### config.mk
export PLATFORM = sky130hd
export DESIGN_NAME = irq_controller
export DESIGN_NICKNAME = d
export VERILOG_FILES = /design/src/logic/irq_ctrl_pkg.sv /design/src/logic/irq_controller.sv /design/src/logic/pin_edge_detect.sv /design/src/logic/irq_priority_pick.sv
export SDC_FILE = /design/constraint.sdc
export NUM_CORES = 1
export LEC_CHECK = 0
export ABC_AREA = 1
export BUFFER_PORTS_ARGS = -buffer_cell sky130_fd_sc_hd__clkbuf_2
export CAP_MARGIN = 5
export CORE_MARGIN = 2
export CORE_UTILIZATION = 55
export CTS_CLUSTER_DIAMETER = 200
export DETAILED_ROUTE_END_ITERATION = 16
export GPL_ROUTABILITY_DRIVEN = 0
export PLACE_DENSITY = 0.8
export SYNTH_ARGS = -nofsm -noshare
export SYNTH_HDL_FRONTEND = slang
export SYNTH_SLANG_ARGS = --single-unit
export TNS_END_PERCENT = 5
### constraint.sdc
create_clock -name ref_clk_in -period 3.2 [get_ports ref_clk_in]
set_input_delay 0 -clock ref_clk_in [delete_from_list [all_inputs] [get_ports ref_clk_in]]
set_output_delay 0 -clock ref_clk_in [all_outputs]
set_load 0.02 [all_outputs]
### src/logic/irq_ctrl_pkg.sv
`default_nettype none
package irq_ctrl_pkg;
  localparam int N_SRC = 9;
  localparam int N_LVL = 7;
  localparam int ADDR_W = 6;
  localparam int EDGE_N = 6;

  // Source indices, in order of priority.
  localparam int SRC_EXT0 = 0;
  localparam int SRC_EXT1 = 1;
  localparam int SRC_TMA = 2;
  localparam int SRC_EXT2 = 3;
  localparam int SRC_TMC = 4;
  localparam int SRC_EXT3 = 5;
  localparam int SRC_TMD = 6;
  localparam int SRC_EXT4 = 7;
  localparam int SRC_SER = 8;

  // Nibble addresses of the control bits.
  localparam logic [5:0] A_CTL0 = 6'h00;
  localparam logic [5:0] A_CTL1 = 6'h01;
  localparam logic [5:0] A_CTL2 = 6'h02;
  localparam logic [5:0] A_CTL3 = 6'h03;
  localparam logic [5:0] A_CTL22 = 6'h22;
  localparam logic [5:0] A_CTL23 = 6'h23;
  localparam logic [5:0] A_ESEL_A = 6'h26;
  localparam logic [5:0] A_ESEL_B = 6'h27;

  // Bit positions in the 24-bit image {ctl23,ctl22,ctl3,ctl2,ctl1,ctl0}.
  // Each source mask sits one bit above its flag.
  localparam int IE_POS = 0;
  localparam int F_POS [N_SRC] = '{2, 4, 6, 16, 10, 20, 12, 22, 14};

  // Edge select codes.
  localparam logic [1:0] EDGE_NONE = 2'h0;
  localparam logic [1:0] EDGE_FALL = 2'h1;
  localparam logic [1:0] EDGE_RISE = 2'h2;
  localparam logic [1:0] EDGE_BOTH = 2'h3;

  // Reset values, stack pointer top and step sizes.
  localparam logic RST_IE = 1'h0;
  localparam logic [8:0] RST_FLAG = 9'h000;
  localparam logic [8:0] RST_MASK = 9'h1FF;
  localparam logic [3:0] RST_ESEL = 4'h0;
  localparam logic [5:0] RST_SP_LOW = 6'h3F;
  localparam logic [3:0] SP_TOP = 4'hF;
  localparam logic [5:0] SP_STEP = 6'h04;
  localparam logic [15:0] VEC_RESET = 16'h0000;
  localparam logic [15:0] VEC_STEP = 16'h0002;

  typedef enum logic [1:0] {
    ST_IDLE = 2'h0,
    ST_ACK1 = 2'h1,
    ST_ACK2 = 2'h3,
    ST_ACK3 = 2'h2
  } ack_state_t;

  typedef struct packed {
    ack_state_t fsm;
    logic ie;
    logic [8:0] flag;
    logic [8:0] mask;
    logic [3:0] esel_a;
    logic [3:0] esel_b;
    logic [3:0] rdata;
    logic [15:0] vector;
    logic [5:0] sp_low;
    logic push;
    logic jump;
    logic pending;
  } ctl_state_t;

  typedef struct packed {
    logic [5:0] addr;
    logic [3:0] wdata;
    logic wr;
    logic rd;
  } nib_bus_t;
endpackage
`default_nettype wire

### src/logic/irq_controller.sv
// Summary of operation
// RULE_01 - Nine sources: five external pins, three timer overflows, one serial event.
// RULE_02 - Every source has flag, mask and vector; one global enable gates all.
// RULE_03 - Timer C shares a vector with external 3, timer D with external 4.
// RULE_04 - Control bits live at nibbles 00 to 03 and 22 to 23.
// RULE_05 - Software can only clear a request flag, never set it.
// RULE_06 - Reset clears enable and flags and sets every mask.
// RULE_07 - Flag set with mask clear is pending; serviced only with enable set.
// RULE_08 - Fixed priority decode yields the vector of the serviced source.
// RULE_09 - Ack: cycle one finishes instruction, two clears enable, three jumps.
// RULE_10 - Carry, status and program counter are pushed in cycles two and three.
// RULE_11 - Vectors 0002 to 000E by priority one to seven; reset at 0000.
// RULE_12 - Handler software jumps from the vector and clears the flag itself.
// RULE_13 - Return from interrupt sets the enable; acknowledge clears it.
// RULE_14 - Externals 0 and 1 fire on falling edge; 2 to 4 by edge select.
// RULE_15 - Acknowledge lowers the stack pointer by four; return raises it by four.
// RULE_16 - Timer flags set on overflow, timer D on capture edge, serial on done.
// RULE_17 - Among pending requests the lowest priority number wins.
// RULE_18 - Requests are sampled only at instruction boundaries.
//
// Decided for this implementation: the register offsets and the plain strobed port.
`timescale 1ns/10ps
`default_nettype none
module irq_controller (
  input wire logic ref_clk_in,
  input wire logic srst_in,
  input wire logic [4:0] ext_irq_in,
  input wire logic capture_event_in,
  input wire logic capture_mode_in,
  input wire logic timer_a_ovf_in,
  input wire logic timer_c_ovf_in,
  input wire logic timer_d_ovf_in,
  input wire logic serial_done_in,
  input wire logic instr_boundary_in,
  input wire logic irq_return_in,
  input wire logic [5:0] addr_in,
  input wire logic [3:0] wdata_in,
  input wire logic wr_in,
  input wire logic rd_in,
  output logic [3:0] rdata_out,
  output logic [1:0] ack_phase_out,
  output logic push_out,
  output logic jump_out,
  output logic [15:0] vector_out,
  output logic [9:0] stack_ptr_out,
  output logic global_irq_enable_out,
  output logic irq_pending_out
);
  irq_ctrl_pkg::ctl_state_t cur;
  irq_ctrl_pkg::ctl_state_t next_cur;
  irq_ctrl_pkg::nib_bus_t bus;
  logic [irq_ctrl_pkg::EDGE_N-1:0] pin_edge;
  logic [2*irq_ctrl_pkg::EDGE_N-1:0] edge_sel;
  logic [8:0] event_set;
  logic [8:0] req;
  logic [6:0] lvl_req;
  logic any_req;
  logic [15:0] pick_vector;

  assign bus = '{addr: addr_in, wdata: wdata_in, wr: wr_in, rd: rd_in};

  function automatic logic [23:0] pack_image(input logic ie, input logic [8:0] flag,
                                             input logic [8:0] mask);
    logic [23:0] img;
    img = 24'h000000;
    img[irq_ctrl_pkg::IE_POS] = ie;
    for (int i = 0; i < irq_ctrl_pkg::N_SRC; i++) begin
      img[irq_ctrl_pkg::F_POS[i]] = flag[i];
      img[irq_ctrl_pkg::F_POS[i] + 1] = mask[i];
    end
    return img;
  endfunction

  // Slot of a control nibble in the image, or 7 when the address is not one.
  function automatic logic [2:0] ctl_slot(input logic [5:0] addr);
    unique case (addr)
      irq_ctrl_pkg::A_CTL0: return 3'h0;
      irq_ctrl_pkg::A_CTL1: return 3'h1;
      irq_ctrl_pkg::A_CTL2: return 3'h2;
      irq_ctrl_pkg::A_CTL3: return 3'h3;
      irq_ctrl_pkg::A_CTL22: return 3'h4;
      irq_ctrl_pkg::A_CTL23: return 3'h5;
      default: return 3'h7;
    endcase
  endfunction

  // Capture edge, external 4..2 by selects, externals 1 and 0 fixed falling.
  assign edge_sel = {cur.esel_b, cur.esel_a, irq_ctrl_pkg::EDGE_FALL, irq_ctrl_pkg::EDGE_FALL}; // RULE_14

  pin_edge_detect #(
    .WIDTH(irq_ctrl_pkg::EDGE_N)
  ) u_edges (
    .ref_clk_in(ref_clk_in),
    .srst_in(srst_in),
    .pin_in({capture_event_in, ext_irq_in}),
    .sel_in(edge_sel),
    .edge_out(pin_edge)
  );

  always_comb begin
    event_set = 9'h000; // RULE_01
    event_set[irq_ctrl_pkg::SRC_EXT0] = pin_edge[0];
    event_set[irq_ctrl_pkg::SRC_EXT1] = pin_edge[1];
    event_set[irq_ctrl_pkg::SRC_EXT2] = pin_edge[2];
    event_set[irq_ctrl_pkg::SRC_EXT3] = pin_edge[3];
    event_set[irq_ctrl_pkg::SRC_EXT4] = pin_edge[4];
    event_set[irq_ctrl_pkg::SRC_TMA] = timer_a_ovf_in; // RULE_16
    event_set[irq_ctrl_pkg::SRC_TMC] = timer_c_ovf_in;
    event_set[irq_ctrl_pkg::SRC_TMD] = timer_d_ovf_in | (capture_mode_in & pin_edge[5]);
    event_set[irq_ctrl_pkg::SRC_SER] = serial_done_in;
  end

  assign req = cur.flag & ~cur.mask; // RULE_07 RULE_02

  // Paired sources fold into one level each.
  assign lvl_req = {req[irq_ctrl_pkg::SRC_SER], // RULE_03
                    req[irq_ctrl_pkg::SRC_TMD] | req[irq_ctrl_pkg::SRC_EXT4],
                    req[irq_ctrl_pkg::SRC_TMC] | req[irq_ctrl_pkg::SRC_EXT3],
                    req[irq_ctrl_pkg::SRC_EXT2], req[irq_ctrl_pkg::SRC_TMA],
                    req[irq_ctrl_pkg::SRC_EXT1], req[irq_ctrl_pkg::SRC_EXT0]};

  irq_priority_pick #(
    .LEVELS(irq_ctrl_pkg::N_LVL)
  ) u_pick (
    .req_in(lvl_req),
    .any_out(any_req),
    .vector_out(pick_vector)
  );

  always_comb begin
    logic [23:0] old_img;
    logic [23:0] img;
    logic [2:0] slot;
    logic [8:0] wflag;
    logic [8:0] wmask;
    logic wie;
    old_img = pack_image(cur.ie, cur.flag, cur.mask);
    img = old_img;
    slot = ctl_slot(bus.addr);
    wflag = 9'h000;
    wmask = 9'h000;
    wie = 1'b0;
    next_cur = cur;
    if (bus.wr && slot != 3'h7) begin // RULE_04
      img[slot*4 +: 4] = bus.wdata;
    end
    wie = img[irq_ctrl_pkg::IE_POS];
    for (int i = 0; i < irq_ctrl_pkg::N_SRC; i++) begin
      wflag[i] = img[irq_ctrl_pkg::F_POS[i]];
      wmask[i] = img[irq_ctrl_pkg::F_POS[i] + 1];
    end
    // A write of one leaves a flag alone; a same-cycle event beats the clear.
    next_cur.flag = (cur.flag & wflag) | event_set; // RULE_05
    next_cur.mask = wmask;
    next_cur.ie = wie;
    if (bus.wr && bus.addr == irq_ctrl_pkg::A_ESEL_A) begin
      next_cur.esel_a = bus.wdata;
    end
    if (bus.wr && bus.addr == irq_ctrl_pkg::A_ESEL_B) begin
      next_cur.esel_b = bus.wdata;
    end
    next_cur.rdata = 4'h0;
    if (bus.rd && slot != 3'h7) begin
      next_cur.rdata = old_img[slot*4 +: 4];
    end
    if (irq_return_in) begin
      next_cur.ie = 1'b1; // RULE_13
      next_cur.sp_low = cur.sp_low + irq_ctrl_pkg::SP_STEP; // RULE_15
    end
    next_cur.push = 1'b0;
    next_cur.jump = 1'b0;
    unique case (cur.fsm)
      irq_ctrl_pkg::ST_IDLE: begin
        if (instr_boundary_in && cur.ie && any_req) begin // RULE_18
          next_cur.fsm = irq_ctrl_pkg::ST_ACK1;
          next_cur.vector = pick_vector; // RULE_08 RULE_17 RULE_11
        end
      end
      irq_ctrl_pkg::ST_ACK1: begin
        next_cur.fsm = irq_ctrl_pkg::ST_ACK2; // RULE_09
        next_cur.push = 1'b1; // RULE_10
      end
      irq_ctrl_pkg::ST_ACK2: begin
        next_cur.fsm = irq_ctrl_pkg::ST_ACK3;
        next_cur.push = 1'b1; // RULE_10
        next_cur.jump = 1'b1; // RULE_09
        // A return in the same cycle still counts, so the two steps cancel.
        next_cur.sp_low = next_cur.sp_low - irq_ctrl_pkg::SP_STEP; // RULE_15
      end
      irq_ctrl_pkg::ST_ACK3: begin
        next_cur.fsm = irq_ctrl_pkg::ST_IDLE;
      end
    endcase
    if (cur.fsm == irq_ctrl_pkg::ST_ACK1) begin
      next_cur.ie = 1'b0; // RULE_09 RULE_13
    end
    next_cur.pending = cur.ie & any_req;
  end

  always_ff @(posedge ref_clk_in) begin
    if (srst_in) begin
      cur.fsm <= irq_ctrl_pkg::ST_IDLE;
      cur.ie <= irq_ctrl_pkg::RST_IE; // RULE_06
      cur.flag <= irq_ctrl_pkg::RST_FLAG;
      cur.mask <= irq_ctrl_pkg::RST_MASK;
      cur.esel_a <= irq_ctrl_pkg::RST_ESEL;
      cur.esel_b <= irq_ctrl_pkg::RST_ESEL;
      cur.rdata <= 4'h0;
      cur.vector <= irq_ctrl_pkg::VEC_RESET;
      cur.sp_low <= irq_ctrl_pkg::RST_SP_LOW;
      cur.push <= 1'b0;
      cur.jump <= 1'b0;
      cur.pending <= 1'b0;
    end else begin
      cur <= next_cur;
    end
  end

  assign rdata_out = cur.rdata;
  assign ack_phase_out = cur.fsm;
  assign push_out = cur.push;
  assign jump_out = cur.jump;
  assign vector_out = cur.vector;
  assign stack_ptr_out = {irq_ctrl_pkg::SP_TOP, cur.sp_low};
  assign global_irq_enable_out = cur.ie;
  assign irq_pending_out = cur.pending;

  ack_sequence_a: assert property (@(posedge ref_clk_in) disable iff (srst_in) // RULE_09
    cur.fsm == irq_ctrl_pkg::ST_ACK1 |=> cur.fsm == irq_ctrl_pkg::ST_ACK2 ##1
    cur.fsm == irq_ctrl_pkg::ST_ACK3 ##1 cur.fsm == irq_ctrl_pkg::ST_IDLE)
    else $error("Acknowledge sequence out of order.");

  enable_clear_a: assert property (@(posedge ref_clk_in) disable iff (srst_in) // RULE_13
    cur.fsm == irq_ctrl_pkg::ST_ACK1 && !irq_return_in |=> !cur.ie)
    else $error("Enable not cleared in acknowledge cycle two.");

  push_window_a: assert property (@(posedge ref_clk_in) disable iff (srst_in) // RULE_10
    push_out == (cur.fsm == irq_ctrl_pkg::ST_ACK2 || cur.fsm == irq_ctrl_pkg::ST_ACK3))
    else $error("Push strobe outside cycles two and three.");

  jump_vector_a: assert property (@(posedge ref_clk_in) disable iff (srst_in) // RULE_08
    jump_out |-> vector_out == $past(vector_out, 2) && vector_out != irq_ctrl_pkg::VEC_RESET)
    else $error("Jump without a held vector.");

  gated_start_a: assert property (@(posedge ref_clk_in) disable iff (srst_in) // RULE_07
    cur.fsm == irq_ctrl_pkg::ST_IDLE && !(instr_boundary_in && cur.ie && any_req)
    |=> cur.fsm == irq_ctrl_pkg::ST_IDLE)
    else $error("Acknowledge started without a serviceable request.");

  no_sw_set_a: assert property (@(posedge ref_clk_in) disable iff (srst_in) // RULE_05
    ((cur.flag & ~$past(cur.flag)) & ~$past(event_set)) == 9'h000)
    else $error("Request flag set without its event.");

  stack_step_a: assert property (@(posedge ref_clk_in) disable iff (srst_in) // RULE_15
    cur.fsm == irq_ctrl_pkg::ST_ACK2 && !irq_return_in
    |=> stack_ptr_out == $past(stack_ptr_out) - 10'h004)
    else $error("Stack pointer did not drop by four.");

  top_prio_a: assert property (@(posedge ref_clk_in) disable iff (srst_in) // RULE_17
    cur.fsm == irq_ctrl_pkg::ST_IDLE && instr_boundary_in && cur.ie && lvl_req[0]
    |=> vector_out == 16'h0002)
    else $error("Highest priority source not chosen.");

  reset_state_a: assert property (@(posedge ref_clk_in) // RULE_06
    srst_in |=> !cur.ie && cur.flag == 9'h000 && cur.mask == 9'h1FF)
    else $error("Reset values wrong.");

  return_set_a: assert property (@(posedge ref_clk_in) disable iff (srst_in) // RULE_13
    irq_return_in && cur.fsm != irq_ctrl_pkg::ST_ACK1 |=> cur.ie)
    else $error("Return did not set the enable.");

  flag_event_a: assert property (@(posedge ref_clk_in) disable iff (srst_in) // RULE_16
    event_set != 9'h000 |=> (cur.flag & $past(event_set)) == $past(event_set))
    else $error("Request event did not set its flag.");

  mask_gate_a: assert property (@(posedge ref_clk_in) disable iff (srst_in) // RULE_07
    cur.fsm == irq_ctrl_pkg::ST_IDLE && req == 9'h000
    |=> cur.fsm == irq_ctrl_pkg::ST_IDLE)
    else $error("Acknowledge started with every request masked.");

  vector_range_a: assert property (@(posedge ref_clk_in) disable iff (srst_in) // RULE_11
    cur.fsm == irq_ctrl_pkg::ST_ACK1 |-> vector_out[0] == 1'b0 && vector_out >= 16'h0002
    && vector_out <= 16'h000E)
    else $error("Vector outside the interrupt table.");

  boundary_only_a: assert property (@(posedge ref_clk_in) disable iff (srst_in) // RULE_18
    cur.fsm == irq_ctrl_pkg::ST_IDLE && !instr_boundary_in
    |=> cur.fsm == irq_ctrl_pkg::ST_IDLE)
    else $error("Acknowledge started inside an instruction.");

  stack_return_a: assert property (@(posedge ref_clk_in) disable iff (srst_in) // RULE_15
    irq_return_in && cur.fsm != irq_ctrl_pkg::ST_ACK2
    |=> stack_ptr_out[5:0] == $past(stack_ptr_out[5:0]) + 6'h04)
    else $error("Stack pointer did not rise by four.");

  pending_flag_a: assert property (@(posedge ref_clk_in) disable iff (srst_in) // RULE_07
    cur.ie && any_req |=> irq_pending_out)
    else $error("Pending output missed a serviceable request.");
endmodule
`default_nettype wire

### src/logic/pin_edge_detect.sv
`timescale 1ns/10ps
`default_nettype none
module pin_edge_detect #(
  parameter int WIDTH = 6
) (
  input wire logic ref_clk_in,
  input wire logic srst_in,
  input wire logic [WIDTH-1:0] pin_in,
  input wire logic [2*WIDTH-1:0] sel_in,
  output logic [WIDTH-1:0] edge_out
);
  typedef struct packed {
    logic [WIDTH-1:0] meta;
    logic [WIDTH-1:0] sync;
    logic [WIDTH-1:0] prev;
  } sync_state_t;

  sync_state_t cur;
  sync_state_t next_cur;

  always_comb begin
    next_cur.meta = pin_in;
    next_cur.sync = cur.meta;
    next_cur.prev = cur.sync;
  end

  always_ff @(posedge ref_clk_in) begin
    if (srst_in) begin
      cur <= '1;
    end else begin
      cur <= next_cur;
    end
  end

  for (genvar i = 0; i < WIDTH; i++) begin : g_bit
    logic fall;
    logic rise;
    assign fall = cur.prev[i] & ~cur.sync[i];
    assign rise = ~cur.prev[i] & cur.sync[i];
    always_comb begin
      unique case (sel_in[2*i +: 2])
        irq_ctrl_pkg::EDGE_NONE: edge_out[i] = 1'b0;
        irq_ctrl_pkg::EDGE_FALL: edge_out[i] = fall;
        irq_ctrl_pkg::EDGE_RISE: edge_out[i] = rise;
        irq_ctrl_pkg::EDGE_BOTH: edge_out[i] = fall | rise;
      endcase
    end
  end
endmodule
`default_nettype wire

### src/logic/irq_priority_pick.sv
`timescale 1ns/10ps
`default_nettype none
module irq_priority_pick #(
  parameter int LEVELS = 7
) (
  input wire logic [LEVELS-1:0] req_in,
  output logic any_out,
  output logic [15:0] vector_out
);
  // The lowest level number wins, so the loop runs from the top down.
  always_comb begin
    any_out = |req_in;
    vector_out = irq_ctrl_pkg::VEC_RESET;
    for (int i = LEVELS - 1; i >= 0; i--) begin
      if (req_in[i]) begin
        vector_out = 16'((i + 1) * irq_ctrl_pkg::VEC_STEP);
      end
    end
  end
endmodule
`default_nettype wire

After elaboration in Yosys (flattened, before gate mapping)
Cells that the tools add are included.
{ "totals": {"output_inout_bits": 36, "regBits": 76, "word_cells": 118, "in_bits": 27} }
{ "op_classes": {"n_shift": 3, "n_bitwise": 34, "addsub": 3, "n_reduce_logical": 18, "eq_ne": 24, "muxes": 21} }
{ "op_table": {"columns": ["op", "n"], "rows": [
  ["$neg 5->34", 1],
  ["$shift 4x34->24 const A", 1],
  ["$shiftx 4x34->24", 1],
  ["$mux 4", 7],
  ["$bwmux 24", 1],
  ["$eq 6x6->1 const B", 4],
  ["$shiftx 24x6->4", 1],
  ["$mux 23", 1],
  ["$eq 2x2->1 const B", 10],
  ["$and 9x9->9", 2],
  ["$pmux 3 s6", 1],
  ["$pmux 1 s4", 4],
  ["$and 1x1->1", 12],
  ["$eq 6x2->1 const B", 2],
  ["$mux 6", 2],
  ["$not 1->1", 11],
  ["$eq 2x1->1 const B", 5],
  ["$logic_not 2->1", 5],
  ["$not 9->9", 1],
  ["$or 9x9->9", 1],
  ["$pmux 2 s4", 1],
  ["$or 1x1->1", 7],
  ["$reduce_or 7->1", 1],
  ["$add 6x3->6 const B", 1],
  ["other kinds (11)", 20]
]} }

Longest topological paths before layout
{ "depth": {"ltp_word": 9, "depth_mapped": 16, "depth_no_buf": 16} }

By module
A second synthesis with hierarchy kept.
{ "hier_totals": {"cells_unflattened": 550, "hier_area_um2": 3966.3} }
{ "by_module_without_submodules": {"columns": ["mod", "instances", "area_per_inst_um2", "cells_per_inst"], "rows": [
  ["irq_controller", 1, 2917.8, 412],
  ["pin_edge_detect", 1, 855.8, 104],
  ["irq_priority_pick", 1, 192.7, 34]
]} }

Worst setup path before layout
Ideal clock, no wire load.
{ "synth_path": {"path_kind": "input-to-reg", "startpoint": "input addr_in[5]", "endpoint": "register cur (netlist bit global_irq_enable_out)", "slack_ns": 1.357, "setup_ns": 0.109, "t_arrival_ns": 1.734, "cell_stages": 12, "path_cell_list": "nor2_1 > nand2_4 > nor2_1 > a21oi_4 > ha_1 > ha_1 > nor3_1 > nand3b_4 > a21oi_1 > nand2_1 > nand2_1 > inv_1"} }
{ "synth_between": {"elab_chain_len": 7, "word_cells_on_any_way": 16, "classes_between": "add/sub: 1; eq/ne: 6; shift: 2; mux: 4; reduce/logical: 3"} }
{ "synth_lines": {"columns": ["item", "line", "source"], "rows": [
  ["from (decl)", "irq_controller.sv:36", "input wire logic [5:0] addr_in,"],
  ["$eq 6x6->1, or another cell as far along", "irq_controller.sv:76", "unique case (addr)"],
  ["$pmux 3 s6 *", "irq_controller.sv:76", null],
  ["$neg 5->34", "irq_controller.sv:145", "img[slot*4 +: 4] = bus.wdata;"],
  ["$shiftx 4x34->24 / $shift 4x34->24 (equally long branches)", "irq_controller.sv:145", null],
  ["$bwmux 24", "irq_controller.sv:145", null],
  ["$mux 23", "irq_controller.sv:144", "if (bus.wr && slot != 3'h7) begin"],
  ["$mux 1", "irq_controller.sv:166", "if (irq_return_in) begin"],
  ["to (signal assigned)", "irq_controller.sv:215", "cur <= next_cur;"],
  ["to (decl)", "irq_controller.sv:49", "irq_ctrl_pkg::ctl_state_t cur;"]
]} }
Mark *: on every way between the ends. The rest lies on a longest branch, timed or not. The select of a mux whose other input is x is not followed.
A chain may end at the register's enable or synchronous reset.

Worst setup path in the final report
{ "layout_path": {"startpoint": "input addr_in[2]", "endpoint": "register cur[46] in the netlist's numbering"} }
{ "layout_between": {"elab_chain_len": 8, "word_cells_on_any_way": 16, "classes_between": "add/sub: 1; eq/ne: 6; shift: 2; mux: 3; bitwise: 2; reduce/logical: 2"} }
{ "layout_lines": {"columns": ["item", "line", "source"], "rows": [
  ["$eq 6x6->1, or another cell as far along", "irq_controller.sv:76", null],
  ["$pmux 3 s6 *", "irq_controller.sv:76", null],
  ["$neg 5->34", "irq_controller.sv:145", null],
  ["$shiftx 4x34->24 / $shift 4x34->24 (equally long branches)", "irq_controller.sv:145", null],
  ["$bwmux 24", "irq_controller.sv:145", null],
  ["$mux 23 *", "irq_controller.sv:144", null],
  ["$and 9x9->9 *", "irq_controller.sv:153", "next_cur.flag = (cur.flag & wflag) | event_set;"],
  ["$or 9x9->9 *", "irq_controller.sv:153", null]
]} }
Marks and branches as above.

==> results.json <==
{
  "status": "complete, no violations",
  "ios": 63,
  "worst_pin_slew_ns": 0.804,
  "die_h_microns": 80.7,
  "critPathArrivalTime_ns": 2.05,
  "slew_headroom_pct": 46.3,
  "cp.depth": 14,
  "route.vias.total": 2820,
  "syn_inst": 431,
  "p_per_area_nw_per_um2": 465,
  "cts_tree": "yes",
  "finalWorstSetupSlack_ns": 1.38,
  "fmax_ghz": 0.550,
  "crit_slowest_cell": "ha_1",
  "clk_pin_slew_worst_paths_ns": 0.06,
  "dp.cells": 523,
  "worstReg2RegStart": "u_edges.cur[5]",
  "cp_common_cell": "nand2_4",
  "maxSlewViolCount": 0,
  "finalHoldViolations": 0,
  "clkSinkCount": 61,
  "ant_nets": 0,
  "period_minus_slack_ns": 1.82,
  "synth_top_family_by_area": "simple AND/OR/NAND/NOR gates",
  "cts_setup_buffers": 0,
  "report.final.setup_viol": 0,
  "synth_xor_area_share_pct": 0.541,
  "wl_mm": 6.75,
  "row_count": 27,
  "async_flop_share_pct": 0,
  "synth_edf_count": 0,
  "synthSimpleGateAreaFrac_pct": 27.4,
  "power_uw": 1720,
  "grt_usage_pct": 22.7,
  "cp_slowest_stage_delay_ns": 0.36,
  "ys_warn_count": 0,
  "ff2ff_setup_slack_ns": 1.53,
  "dieArea_sq_um": 6520,
  "hp-class": "input pin to flop",
  "maxCapViolations": 0,
  "viasPerCell": 5.09,
  "worstSkewPairLatency_ns": 0.34,
  "rsz0062_at_grt": "false",
  "first_iter_violations": 158,
  "antenna_found_initial": 0,
  "path_buf_inv": 3,
  "grt_overflow": 0,
  "initial_utilization_pct": 57.8,
  "clockRootBuffer": "clkbuf_8",
  "startpoint": "addr_in[2]",
  "critical-path-top-delay-family": "simple AND/OR/NAND/NOR gates",
  "avgSynthCellArea_sq_um": 7.52,
  "peakVddDrop_uv": 343,
  "leakage_uw": 0.00187,
  "startpoint_type": "input pin",
  "path_class": "input pin to flop",
  "finalCritPeriodShare_pct": 56.8,
  "dr.pass1.iters": 4,
  "dp_hpwl_mm": 5.02,
  "area_growth_pct": 13.9,
  "critPathMaxFanout": 17,
  "layout.nets": 519,
  "instances_no_fill": 554,
  "synth_area_sq_um": 3240,
  "cts_buffer_depth": 2,
  "pre_cts_slack_ns": 1.07,
  "htree_num_levels": 3,
  "synth-compound-area-share_pct": 12.2,
  "core_sq_um": 5610,
  "synth-seq-cells": 61,
  "fin_util_pct": 65.8,
  "synth_cell_types": 42,
  "grt_max_degree": 35,
  "reg2reg_depth": 7,
  "grt_pass1_vias": 2533,
  "synthAdderAreaFrac_pct": 5.79,
  "route.detailed.drc": 0,
  "die_w_microns": 80.7,
  "wire_per_inst_microns": 12.2,
  "cp-end-kind": "flop",
  "synthMuxAreaShare_pct": 0,
  "numPortBuffers": 43,
  "crit_path_cell_trace": "clkbuf_2 > nor2_4 > nand2_4 > nand2_4 > nand2_4 > inv_1 > ha_1 > ha_1 > nor3_1 > nand3b_4 > inv_1 > o21ai_0 > nand3_1 > nand2_1",
  "synthFlopType": "dfxtp_1",
  "fin_tns_setup_ns": 0,
  "r2r_end": "cur[52]",
  "seq_area_frac_synth_pct": 37.7,
  "grt_pass1_wl_mm": 11.3,
  "diodes": 0,
  "clock_skew_ns": 0.00705,
  "required_ns": 3.43,
  "cp-endpoint": "cur[46]",
  "cts-buffers-inserted": 9,
  "drive_gt1_share_pct": 19.5
}
[layer usage]
| metal | vias to the layer above | track usage [%] | wire length (microns) |
|---|---|---|---|
| li1 | 1429 | - | - |
| met1 | 1287 | 27.4 | 2960 |
| met2 | 87 | 38.7 | 3230 |
| met3 | 17 | 5.00 | 401 |
| met4 | 0 | 10.3 | 159 |
| met5 | - | 0 | 0 |
[how the worst min path moves through the flow]
stage / start / endpoint / cells after the start
final: addr_in[0] / rdata_out[1] / 3
after global routing: addr_in[0] / rdata_out[1] / 3
after CTS: addr_in[0] / rdata_out[1] / 3
after detailed placement: ext_irq_in[4] / u_edges.cur[16] / 2
after global placement: ext_irq_in[4] / u_edges.cur[16] / 2
after floorplan: ext_irq_in[0] / u_edges.cur[12] / 1
[cells by family (layout without fill, tap and decap cells)]
kind of cell    Yosys count  after routing
compound gates           68             68
xor+xnor                  2              2
fa+ha+maj                15             15
buf+inv                 104            138
flops                    61             61
other cells               2             19
simple gates            179            179
[cell type report]
| class | count | area [sq um] |
|---|---|---|
| clock buffer | 13 | 169 |
| tap | 72 | 90.1 |
| timing repair buffer | 58 | 365 |
| multi-input combinational | 283 | 1560 |
| sequential | 61 | 1220 |
| fill | 490 | 1920 |
| inverter | 64 | 244 |
| clock inverter | 3 | 42.5 |
[sequential cells by signal, indices dropped and copies added, names as in the netlist]
name and cells:
ack_phase_out 2, global_irq_enable_out 1, push_out 1, jump_out 1
rdata_out 4, vector_out 3, cur 26, u_edges.cur 18
stack_ptr_out 4, irq_pending_out 1
[synth_stat cells (2+ instances only)]
master / count / area share [%]
nand3_1: 35 / 5.4
nand3_2: 4 / 1.2
o211ai_1: 6 / 1.4
clkbuf_1: 6 / 0.70
buf_4: 32 / 7.4
conb_1: 2 / 0.23
ha_1: 15 / 5.8
nor2_1: 28 / 3.2
nor2_4: 3 / 1.0
dfxtp_1: 61 / 38
nand4_1: 4 / 0.77
or2_2: 12 / 2.3
o21ai_0: 19 / 2.9
nand2_2: 2 / 0.39
a31oi_1: 2 / 0.39
nor3_1: 3 / 0.46
nand2_1: 77 / 8.9
a21oi_1: 31 / 4.8
nor2_2: 3 / 0.58
inv_1: 61 / 7.1
nand2_4: 4 / 1.4
[report_power, final]
| group | internal, uW | total (uW) | switching, uW |
|---|---|---|---|
| sequential | 785 | 801 | 16.6 |
| clock | 422 | 711 | 289 |
| combinational | 72.0 | 204 | 132 |
[layout by cell type (no fill, tap or decap), drive strengths merged, types with 2 or more instances in the layout]
cell and n:
dfxtp 61, nand2 83, inv 63, nor3 4
nand4 4, clkbuf 56, nand3 40, o211ai 6
or2 12, ha 15, conb 19, a31oi 2
clkinv 2, o21ai 20, dlygate4sd3 15, a21oi 33
nor2 34
[repair_timing]
item	4_1_cts	5_1_grt
endpoints found under the hold margin	17	0
resized for setup	0	0
hold buffers	15	0
[worst register-to-register path, cell delays in order, from the launching register on]
cell and delay [ns]:
dfxtp_1 0.33, inv_1 0.05, ha_1 0.18, a21oi_1 0.12, o21ai_0 0.09, a31oi_1 0.13
dlygate4sd3_1 0.57, a21oi_1 0.06
[through the flow]
step	area, sq um	hold WS, ns
after floorplan	3300	0.104
after global placement	3330	0.182
after detailed placement	3330	0.186
after CTS	3690	0.00879
after global routing	3690	0.0322
final	3690	0.0156
No activity file was read; power rests on OpenSTA's default activity.
